**src/gpio_line_pkg.sv**
```systemverilog
package gpio_line_pkg;

  localparam int LINE_COUNT = 32;
  localparam int ADDR_WIDTH = 8;
  localparam int DATA_WIDTH = 32;

  // Register byte offsets
  localparam logic [7:0] OFF_INPUT_CHANGE_STATUS = 8'h00;
  localparam logic [7:0] OFF_CHANGE_CLEAR = 8'h04;
  localparam logic [7:0] OFF_CHANGE_IRQ_ENABLE = 8'h08;
  localparam logic [7:0] OFF_LINE_OUTPUT_ENABLE = 8'h0C;
  localparam logic [7:0] OFF_PERIPHERAL_MODE = 8'h10;
  localparam logic [7:0] OFF_OUTPUT_LEVEL_REGISTER = 8'h14;
  localparam logic [7:0] OFF_LINE_LEVEL = 8'h18;
  localparam logic [7:0] OFF_OPEN_DRAIN_ENABLE = 8'h20;
  localparam logic [7:0] OFF_OPEN_DRAIN_DISABLE = 8'h24;
  localparam logic [7:0] OFF_OPEN_DRAIN_STATE = 8'h28;
  localparam logic [7:0] OFF_PULLUP_DISABLE = 8'h30;
  localparam logic [7:0] OFF_PULLUP_ENABLE = 8'h34;
  localparam logic [7:0] OFF_PULLUP_STATE = 8'h38;
  localparam logic [7:0] OFF_FUNCTION_A_SELECT = 8'h40;
  localparam logic [7:0] OFF_FUNCTION_B_SELECT = 8'h44;
  localparam logic [7:0] OFF_FUNCTION_SELECT_STATE = 8'h48;
  localparam logic [7:0] OFF_DIRECT_WRITE_ENABLE = 8'h50;
  localparam logic [7:0] OFF_DIRECT_WRITE_DISABLE = 8'h54;
  localparam logic [7:0] OFF_DIRECT_WRITE_STATE = 8'h58;

  // Reset values
  localparam logic [31:0] RST_ZERO = 32'h0000_0000;
  localparam logic [31:0] RST_OPEN_DRAIN = 32'h0000_0000;
  localparam logic [31:0] RST_PULLUP_OFF = 32'h0000_0000;
  localparam logic [31:0] RST_FUNCTION_B = 32'h0000_0000;
  localparam logic [31:0] RST_DIRECT_WRITE = 32'h0000_0000;
  localparam logic [31:0] RST_OUTPUT_ENABLE = 32'h0000_0000;
  localparam logic [31:0] RST_PERIPHERAL_MODE = 32'h0000_0000;
  localparam logic [31:0] RST_OUTPUT_LEVEL = 32'h0000_0000;

  // Bus timing: access phase always takes one wait cycle
  localparam int APB_WAIT_CYCLES = 1;

endpackage

```
**src/gpio_line_ctrl.sv**
```systemverilog
`timescale 1ns/1ns

// How it works
// - Detected level change sets line's status bit
// - Status read and reset clear change bits
// - Open-drain enable write sets flagged lines
// - Open-drain disable write clears flagged lines
// - Open-drain line drives low only; reads 1
// - Normal line drives both levels; reads 0
// - Pull-up disable write turns flagged pull-ups off
// - Pull-up enable write turns flagged pull-ups on
// - Pull-up state reads 0 when pull-up on
// - Function A write routes flagged lines to A
// - Function B write routes flagged lines to B
// - Selection state reads 0 A, 1 B
// - Direct-write enable/disable set and clear permission
// - Permitted lines take direct output data writes
// - Unpermitted lines ignore direct output data writes
// - Output data bit is level driven out on lines not in peripheral mode
module gpio_line_ctrl
  import gpio_line_pkg::*;
(
  input wire logic ref_clk,
  input wire logic reset_n,
  input wire logic psel,
  input wire logic penable,
  input wire logic pwrite,
  input wire logic [7:0] paddr,
  input wire logic [31:0] pwdata,
  output logic [31:0] prdata,
  output logic pready,
  output logic pslverr,
  input wire logic [31:0] pad_in,
  output logic [31:0] pad_out,
  output logic [31:0] pad_oe,
  output logic [31:0] pad_pullup,
  input wire logic [31:0] func_a_out,
  input wire logic [31:0] func_a_oe,
  input wire logic [31:0] func_b_out,
  input wire logic [31:0] func_b_oe,
  output logic [31:0] func_in,
  output logic change_irq
);

  function automatic logic [31:0] set_clear(input logic [31:0] cur, input logic [31:0] set_m,
                                            input logic [31:0] clr_m);
    set_clear = (cur | set_m) & ~clr_m;
  endfunction

  // Registers
  logic [31:0] change_status_reg;
  logic [31:0] change_irq_enable_reg;
  logic [31:0] output_enable_reg;
  logic [31:0] peripheral_mode_reg;
  logic [31:0] output_level_reg;
  logic [31:0] open_drain_reg;
  logic [31:0] pullup_off_reg;
  logic [31:0] function_b_reg;
  logic [31:0] direct_write_reg;

  // Pin synchroniser and filtered level
  logic [31:0] sync1_reg;
  logic [31:0] sync2_reg;
  logic [31:0] sync3_reg;
  logic [31:0] line_level_reg;
  logic level_valid_reg;

  // Bus outputs
  logic pready_reg;
  logic pslverr_reg;
  logic [31:0] prdata_reg;

  // Pin outputs
  logic [31:0] pad_out_reg;
  logic [31:0] pad_oe_reg;
  logic [31:0] pad_pullup_reg;
  logic change_irq_reg;

  // Bus decode
  wire access = psel & penable;
  wire done = access & pready_reg;
  wire wr_done = done & pwrite;
  wire rd_done = done & ~pwrite;

  wire hit_status = paddr == OFF_INPUT_CHANGE_STATUS;
  wire hit_clear = paddr == OFF_CHANGE_CLEAR;
  wire hit_irq_en = paddr == OFF_CHANGE_IRQ_ENABLE;
  wire hit_oe = paddr == OFF_LINE_OUTPUT_ENABLE;
  wire hit_mode = paddr == OFF_PERIPHERAL_MODE;
  wire hit_level = paddr == OFF_OUTPUT_LEVEL_REGISTER;
  wire hit_pin = paddr == OFF_LINE_LEVEL;
  wire hit_od_en = paddr == OFF_OPEN_DRAIN_ENABLE;
  wire hit_od_dis = paddr == OFF_OPEN_DRAIN_DISABLE;
  wire hit_od_st = paddr == OFF_OPEN_DRAIN_STATE;
  wire hit_pu_dis = paddr == OFF_PULLUP_DISABLE;
  wire hit_pu_en = paddr == OFF_PULLUP_ENABLE;
  wire hit_pu_st = paddr == OFF_PULLUP_STATE;
  wire hit_fa = paddr == OFF_FUNCTION_A_SELECT;
  wire hit_fb = paddr == OFF_FUNCTION_B_SELECT;
  wire hit_fs_st = paddr == OFF_FUNCTION_SELECT_STATE;
  wire hit_dw_en = paddr == OFF_DIRECT_WRITE_ENABLE;
  wire hit_dw_dis = paddr == OFF_DIRECT_WRITE_DISABLE;
  wire hit_dw_st = paddr == OFF_DIRECT_WRITE_STATE;

  wire hit_any = hit_status | hit_clear | hit_irq_en | hit_oe | hit_mode | hit_level |
                 hit_pin | hit_od_en | hit_od_dis | hit_od_st | hit_pu_dis | hit_pu_en |
                 hit_pu_st | hit_fa | hit_fb | hit_fs_st | hit_dw_en | hit_dw_dis | hit_dw_st;
  // Write to a read-only word or an unmapped word is flagged as an error
  wire read_only_hit = hit_status | hit_pin | hit_od_st | hit_pu_st | hit_fs_st | hit_dw_st;
  wire bad_access = ~hit_any | (pwrite & read_only_hit);

  wire [31:0] wmask_od_en = (wr_done & hit_od_en) ? pwdata : RST_ZERO;
  wire [31:0] wmask_od_dis = (wr_done & hit_od_dis) ? pwdata : RST_ZERO;
  wire [31:0] wmask_pu_dis = (wr_done & hit_pu_dis) ? pwdata : RST_ZERO;
  wire [31:0] wmask_pu_en = (wr_done & hit_pu_en) ? pwdata : RST_ZERO;
  wire [31:0] wmask_fa = (wr_done & hit_fa) ? pwdata : RST_ZERO;
  wire [31:0] wmask_fb = (wr_done & hit_fb) ? pwdata : RST_ZERO;
  wire [31:0] wmask_dw_en = (wr_done & hit_dw_en) ? pwdata : RST_ZERO;
  wire [31:0] wmask_dw_dis = (wr_done & hit_dw_dis) ? pwdata : RST_ZERO;
  wire [31:0] wmask_chg_clr = (wr_done & hit_clear) ? pwdata : RST_ZERO;

  // Only bits already reported in the latched read data are cleared,
  // so a change arriving during the wait cycle is not lost.
  wire [31:0] read_clear = (rd_done & hit_status) ? prdata_reg : RST_ZERO;

  // Change detection: level accepted once stages two and three agree
  wire [31:0] stable = ~(sync2_reg ^ sync3_reg);
  wire [31:0] change_evt = level_valid_reg ? (stable & (sync3_reg ^ line_level_reg)) : RST_ZERO;
  wire [31:0] level_next = level_valid_reg ?
                           ((line_level_reg & ~stable) | (sync3_reg & stable)) : sync3_reg;

  wire [31:0] open_drain_next = set_clear(open_drain_reg, wmask_od_en,
                                          wmask_od_dis);
  wire [31:0] pullup_off_next = set_clear(pullup_off_reg, wmask_pu_dis,
                                          wmask_pu_en);
  wire [31:0] function_b_next = set_clear(function_b_reg, wmask_fb, wmask_fa);
  wire [31:0] direct_write_next = set_clear(direct_write_reg, wmask_dw_en,
                                            wmask_dw_dis);
  // Set wins over both clears
  wire [31:0] change_status_next = (change_status_reg & ~(read_clear | wmask_chg_clr)) |
                                   change_evt;

  wire [31:0] level_write = (wr_done & hit_level) ? direct_write_reg : RST_ZERO;
  wire [31:0] output_level_next = (output_level_reg & ~level_write) |
                                  (pwdata & level_write);

  // Pad multiplexing
  wire [31:0] drive_data = (peripheral_mode_reg & function_b_reg & func_b_out) |
                           (peripheral_mode_reg & ~function_b_reg & func_a_out) |
                           (~peripheral_mode_reg & output_level_reg);
  wire [31:0] drive_en = (peripheral_mode_reg & function_b_reg & func_b_oe) |
                         (peripheral_mode_reg & ~function_b_reg & func_a_oe) |
                         (~peripheral_mode_reg & output_enable_reg);
  // Open-drain lines release the pad instead of driving high
  wire [31:0] pad_oe_next = drive_en & (~open_drain_reg | ~drive_data);
  wire [31:0] pad_out_next = drive_data & ~open_drain_reg;

  logic [31:0] read_value;
  always_comb begin
    read_value = RST_ZERO;
    if (hit_status) read_value = change_status_reg;
    if (hit_irq_en) read_value = change_irq_enable_reg;
    if (hit_oe) read_value = output_enable_reg;
    if (hit_mode) read_value = peripheral_mode_reg;
    if (hit_level) read_value = output_level_reg;
    if (hit_pin) read_value = line_level_reg;
    if (hit_od_st) read_value = open_drain_reg;
    if (hit_pu_st) read_value = pullup_off_reg;
    if (hit_fs_st) read_value = function_b_reg;
    if (hit_dw_st) read_value = direct_write_reg;
  end

  always_ff @(posedge ref_clk) begin
    sync1_reg <= pad_in;
    sync2_reg <= sync1_reg;
    sync3_reg <= sync2_reg;
  end

  always_ff @(posedge ref_clk) begin
    if (!reset_n) begin
      pready_reg <= 1'b0;
      pslverr_reg <= 1'b0;
      prdata_reg <= RST_ZERO;
    end else begin
      pready_reg <= access & ~pready_reg;
      pslverr_reg <= access & ~pready_reg & bad_access;
      prdata_reg <= (access & ~pready_reg & ~pwrite) ? read_value : RST_ZERO;
    end
  end

  always_ff @(posedge ref_clk) begin
    if (!reset_n) begin
      change_status_reg <= RST_ZERO;
      change_irq_enable_reg <= RST_ZERO;
      output_enable_reg <= RST_OUTPUT_ENABLE;
      peripheral_mode_reg <= RST_PERIPHERAL_MODE;
      output_level_reg <= RST_OUTPUT_LEVEL;
      open_drain_reg <= RST_OPEN_DRAIN;
      pullup_off_reg <= RST_PULLUP_OFF;
      function_b_reg <= RST_FUNCTION_B;
      direct_write_reg <= RST_DIRECT_WRITE;
      line_level_reg <= RST_ZERO;
      level_valid_reg <= 1'b0;
    end else begin
      change_status_reg <= change_status_next;
      if (wr_done & hit_irq_en) change_irq_enable_reg <= pwdata;
      if (wr_done & hit_oe) output_enable_reg <= pwdata;
      if (wr_done & hit_mode) peripheral_mode_reg <= pwdata;
      output_level_reg <= output_level_next;
      open_drain_reg <= open_drain_next;
      pullup_off_reg <= pullup_off_next;
      function_b_reg <= function_b_next;
      direct_write_reg <= direct_write_next;
      line_level_reg <= level_next;
      level_valid_reg <= 1'b1;
    end
  end

  always_ff @(posedge ref_clk) begin
    if (!reset_n) begin
      pad_out_reg <= RST_ZERO;
      pad_oe_reg <= RST_ZERO;
      pad_pullup_reg <= ~RST_PULLUP_OFF;
      change_irq_reg <= 1'b0;
    end else begin
      pad_out_reg <= pad_out_next;
      pad_oe_reg <= pad_oe_next;
      pad_pullup_reg <= ~pullup_off_reg;
      change_irq_reg <= |(change_status_reg & change_irq_enable_reg);
    end
  end

  assign prdata = prdata_reg;
  assign pready = pready_reg;
  assign pslverr = pslverr_reg;
  assign pad_out = pad_out_reg;
  assign pad_oe = pad_oe_reg;
  assign pad_pullup = pad_pullup_reg;
  assign func_in = line_level_reg;
  assign change_irq = change_irq_reg;
endmodule // gpio_line_ctrl

```
**config.mk**
```make
export PLATFORM = sky130hd
export DESIGN_NAME = gpio_line_ctrl
export DESIGN_NICKNAME = d
export VERILOG_FILES = /design/src/gpio_line_pkg.sv /design/src/gpio_line_ctrl.sv
export SDC_FILE = /design/constraint.sdc
export NUM_CORES = 1
export LEC_CHECK = 0
export BUFFER_PORTS_ARGS = -buffer_cell sky130_fd_sc_hd__buf_2
export CAP_MARGIN = 20
export CORE_UTILIZATION = 45
export CTS_CLUSTER_SIZE = 28
export DETAILED_ROUTE_END_ITERATION = 6
export PLACE_DENSITY = 0.76
export SYNTH_ARGS = -nofsm -noshare
export SYNTH_HDL_FRONTEND = slang
export SYNTH_SLANG_ARGS = --single-unit
```
**constraint.sdc**
```tcl
create_clock -name ref_clk -period 1.8 [get_ports ref_clk]
set_clock_uncertainty 0.05 [all_clocks]
set_input_delay 0.09 -clock ref_clk [delete_from_list [all_inputs] [get_ports ref_clk]]
set_output_delay 0.09 -clock ref_clk [all_outputs]
set_load 0.03 [all_outputs]
```
=== Word-level counts from Yosys, hierarchy flattened ===
Index checks and enable logic that the tools add are counted.
Widths: inputs -> output; s select.

* Div/mod/pow operators: 0
* Muxes and demuxes: 24
* Magnitude comparators: 0
* Add/sub/neg operators: 0
* Shift operators: 0
* Bitwise logic cells: 98
* $mul: 0
* Equality and inequality tests: 18
* Reductions and logical operators: 3

{| class="wikitable"
|+ Operators by type and width
! cell !! number
|-
| $mux 32 || 23
|-
| $and 32x32->32 || 21
|-
| $not 32->32 || 13
|-
| $or 32x32->32 || 13
|-
| $xor 32x32->32 || 2
|-
| $eq 8x6->1 const B || 6
|-
| $eq 8x7->1 const B || 6
|-
| $reduce_or 32->1 || 1
|-
| $eq 8x5->1 const B || 3
|-
| $or 1x1->1 || 24
|-
| $and 1x1->1 || 22
|-
| $eq 8x4->1 const B || 2
|-
| $eq 8x3->1 const B || 1
|-
| $logic_not 8->1 || 1
|-
| $not 1->1 || 3
|-
| $reduce_and 2->1 || 1
|-
| $mux 1 || 1
|}

* Latch bits: 0
* Memory bits (read-only): 0
* Memory bits (writable): 0
* Bits of input ports: 205
* Memories kept: 0
* Output and inout port bits: 163
* Logic and storage cells: 164
* Bits in registers: 548

=== Logic depth before layout (Yosys ltp) ===
* Depth in word-level cells: 22
* Mapped depth: 8
* Depth with buffers taken out: 5

=== Least setup slack after synthesis ===
No wires, ideal clock.

* Path kind: register to register
* From: register pready_reg, in the netlist pready
* To: register pullup_off_reg[10]
* Period minus slack after synthesis: 1.983 ns
* Setup time: 0.134 ns
* Data arrival time: 1.798 ns
* Setup slack: -0.183 ns
* Path buffers: 2
* Data required time: 1.616 ns
* Stages on the path, launching flop included: 7
* Cell sequence: dfxtp_1 and4_1 buf_2 nand3_1 nor3_1 clkbuf_1 a211oi_1

* Word-level cells in the longest chain between the ends: 6
* Elaborated cells between the ends (all ways): 9
* Those cells by class: mux: 2; bitwise: 7

{| class="wikitable"
|+ RTL lines
! element !! line !! RTL
|-
| start: declaration || gpio_line_ctrl.sv:69 || <nowiki>logic pready_reg;</nowiki>
|-
| start signal: assignment || gpio_line_ctrl.sv:185 || <nowiki>pready_reg <= access & ~pready_reg;</nowiki>
|-
| $and 1x1->1 (*) || gpio_line_ctrl.sv:81 || <nowiki>wire done = access & pready_reg;</nowiki>
|-
| $and 1x1->1 (*) || gpio_line_ctrl.sv:82 || <nowiki>wire wr_done = done & pwrite;</nowiki>
|-
| $and 1x1->1 (on tied branches) || gpio_line_ctrl.sv:114, gpio_line_ctrl.sv:115 ||
|-
| $mux 32 (on tied branches) || gpio_line_ctrl.sv:114, gpio_line_ctrl.sv:115 ||
|-
| $or 32x32->32 or $not 32->32 (tied branches) || gpio_line_ctrl.sv:47 || <nowiki>set_clear = (cur | set_m) & ~clr_m;</nowiki>
|-
| $and 32x32->32 (*) || gpio_line_ctrl.sv:47 ||
|-
| end signal: assignment || gpio_line_ctrl.sv:211 || <nowiki>pullup_off_reg <= pullup_off_next;</nowiki>
|-
| end: declaration || gpio_line_ctrl.sv:57 || <nowiki>logic [31:0] pullup_off_reg;</nowiki>
|}

Mark *: on every way between the ends. The rest lies on a longest branch, timed or not.
A chain may end at the register's enable or synchronous reset.

=== Worst setup path in the final report ===
* From: register pready_reg, in the netlist pready
* To: register pullup_off_reg[9]

Same word-level chain as after synthesis.

==> results.md <==
| Result | Value | Unit |
|---|---|---|
| Mapped cell area | 23000 | sq um |
| Overall die width | 228 | microns |
| Portion of total power attributed to combinational logic | 8.2 | % |
| Leakage power total | 11.6 | nW |
| Hold Crit Class | in -> reg | - |
| Number of cell rows | 82 | - |
| Root buffer cell | clkbuf_16 | - |
| Register Area | 11000 | sq um |
| Share of total power consumed by net switching | 23.9 | % |
| Routed length per instance | 22.5 | microns |
| Detailed-route DRC error count | 0 | - |
| Commonest non-fill, non-tap cell in the layout | dfxtp_1 | - |
| Slew margin rel. | 60.0 | % |
| Max FO, Critical Path | 8 | - |
| Final number of max-transition violations | 0 | - |
| Relative contribution of sequential cells to total power | 46.1 | % |
| Deepest clock path buffer count | 3 | - |
| DRT Pass-1 Iters | 6 | - |
| Result of the run | finished, violations left | - |
| Worst setup SP type | register | - |
| Clock-pin slew on the worst setup and hold paths | 0.06 | ns |
| Initial cell density of the core | 45.7 | % |
| Clk sinks | 548 | - |
| Net load switching power | 6.53 | mW |
| Die Y-Extent | 228 | microns |
| Final critical-path required period | 1.86 | ns |
| Number of fillers in the final layout | 4296 | - |
| Violation count after the first detailed-routing iteration | 3116 | - |
| Final setup violation count | 19 | - |
| GPL Wtd Cong | 0.981 | - |
| Final period util | 103 | % |
| Boundary pin count | 368 | - |
| Post-Synthesis Cells | 2703 | - |
| Synthesized area divided by synthesized cell count | 8.50 | sq um |
| Placed wire-length estimate after detailed placement | 58.8 | mm |
| Number of global-route vias before repair | 22200 | - |
| Wire length of the first global-routing pass | 132 | mm |
| Leftover overflow at the end of global routing | 0 | - |
| Count of input and output buffers | 367 | - |
| Unrepaired setup endpoints after global routing | true | - |
| Fraction of layout instances using a drive strength above 1 | 21.9 | % |
| Core area | 50300 | sq um |
| CP Data Arrival Time | 2.34 | ns |
| Count of distinct cell types in the synthesized netlist | 55 | - |
| Achievable frequency | 0.539 | GHz |
| Violated checks | negative setup slack | - |
| Maximum capacitance violations | 0 | - |
| Non-filler cells, final | 3981 | - |
| Largest net degree at the start of global routing | 64 | - |
| Final Worst Setup Slack | -0.0566 | ns |
| Die Outline Area | 52000 | sq um |
| Nets@finish | 3467 | - |
| CTS HTree Levels | 2 | - |
| Crit Path Category | reg -> reg | - |
| EDFF count, synth | 0 | - |
| Internal power of the cells | 20.8 | mW |
| Clock buffer count from CTS | 57 | - |
| Footprint of the multi-input gates | 10900 | sq um |
| Largest voltage drop on the vdd net | 0.786 | mV |
| Synth-to-layout area growth | 32.4 | % |
| Clock tree from TritonCTS | built | - |
| Overall routed net length | 89.8 | mm |
| Antenna viol nets, final | 0 | - |
| Power per standard cell area | 898 | nW/um^2 |
| Total number of vias | 23600 | - |
| Relative contribution of the clock network to total power | 45.8 | % |
| Synthesized net count | 2908 | - |
| Share of the yosys chip area belonging to registers | 47.7 | % |
| Crit path required time | 2.29 | ns |
| Flop and latch count out of synthesis | 548 | - |
| Most frequent cells in the layout | dfxtp_1, a21oi_1, nand2_1 | - |
| Post-DR vias/cell | 5.93 | - |
| Number of hold-slack violations in the final timing report | 0 | - |
| Worst-Margin Slew | 0.599 | ns |
| Final Total Pwr | 27.3 | mW |
| GRT Total Usage | 32.6 | % |
| Proportion of register bits with asynchronous set or reset after synthesis | 0 | % |
| Initial antenna violation count | 6 | - |
| Kind of end point of the critical path | register | - |
| Yosys warning count | 0 | - |
| Predominant post-synthesis flop cell | dfxtp_1 | - |
| Instance count after placement with tap cells included | 3672 | - |
| Source-to-sink clock delay at the later pin of the worst-skew pair | 0.64 | ns |
[through the flow]
step                      utilization [%]  instance area, sq um  hold WS, ns  setup WS, ns  setup TNS [ns]
after floorplan                         -                 23000       0.0677        0.0248               0
after global placement               52.2                 26300        0.143       -0.0936           -2.58
after detailed placement             52.2                 26300        0.144        -0.117           -5.32
after CTS                            60.0                 30200      0.00548        0.0165               0
after global routing                 60.5                 30400       0.0463       -0.0851           -1.47
final                                60.5                 30400      0.00163       -0.0566          -0.602
[repair_timing]
item | in CTS | in global routing
endpoints found under the setup margin | 1 | 93
cloned | 0 | 5
buffers inserted | 0 | 6
pin swaps | 1 | 32
endpoints found under the hold margin | 404 | 0
gates resized for setup | 0 | 34
hold buffers | 192 | 0
[routing by layer]
| layer | wire, microns | vias to the layer above | GRT usage [%] |
|---|---|---|---|
| li1 | - | 10700 | - |
| met1 | 34900 | 11100 | 41.5 |
| met2 | 40600 | 1481 | 52.6 |
| met3 | 9460 | 297 | 6.05 |
| met4 | 4720 | 8 | 16.7 |
| met5 | 52 | - | 0 |
[power groups by stage]
stage / Combinational (mW) / Sequential, mW / Clock [mW]
after floorplan: 0.944 / 12.9 / 0
after global placement: 1.81 / 12.8 / 0
after detailed placement: 1.83 / 12.8 / 0
after CTS: 2.16 / 12.6 / 12.6
after global routing: 2.35 / 12.6 / 13.1
final: 2.24 / 12.6 / 12.5
[kinds of logic (layout without fill, tap and decap cells)]
group	after synthesis	after routing	synth area share [%]
muxes	135	135	6.05
AOI/OAI and AO/OA	1023	1023	27.5
other	0	2	0
DFF	548	548	47.7
buffers and inverters	283	887	5.79
and+or+nand+nor	714	714	12.9
[worst max-delay path, stage by stage (launching register included)]
cell and delay, ns:
dfxtp_2 0.35, and4_4 0.25, nand3_2 0.07, buf_6 0.15, nor3_4 0.26, buf_12 0.17
buf_12 0.17, a21oi_1 0.09, a211oi_1 0.20
[layout make-up]
cell class	instances	area share (%)
antenna	2	0.0164
clock buffer	89	5.75
clock inverter	15	0.785
inverter	68	0.863
multi-input combinational	1872	35.7
sequential	548	36.1
tap	672	2.76
timing repair buffer	715	18.0
[cell usage after synthesis (11+ instances only)]
cell type  number  area share, %
o21a_1         92            3.0
o21bai_1       23           0.75
nand2_1       400            6.5
a211oi_1      148            4.8
o32ai_1        20           0.76
a21oi_1       424            9.2
a21oi_2        19           0.72
clkbuf_1      126            2.1
a22oi_1        42            1.4
dfxtp_1       548             48
nor3_1         42           0.91
clkbuf_8       11           0.66
inv_1          66            1.1
o21ai_0       149            3.2
nand3_1        40           0.87
o22ai_1        26           0.71
nor2_1        181            3.0
mux2_2         32            1.6
buf_2          61            1.3
a21o_1         33            1.1
o22a_1         19           0.72
mux2i_1       103            4.5
[path summary, 6_finish.rpt]
check                            to  depth (start not counted)            from  slack (ns)
hold reg to reg        sync2_reg[3]                          0    sync1_reg[3]        0.27
setup reg to reg  pullup_off_reg[9]                          8          pready       -0.06
hold / removal           pad_oe[13]                          5  func_a_out[13]       0.002
setup / recovery  pullup_off_reg[9]                          8          pready       -0.06
No activity file was read; power rests on OpenSTA's default activity.
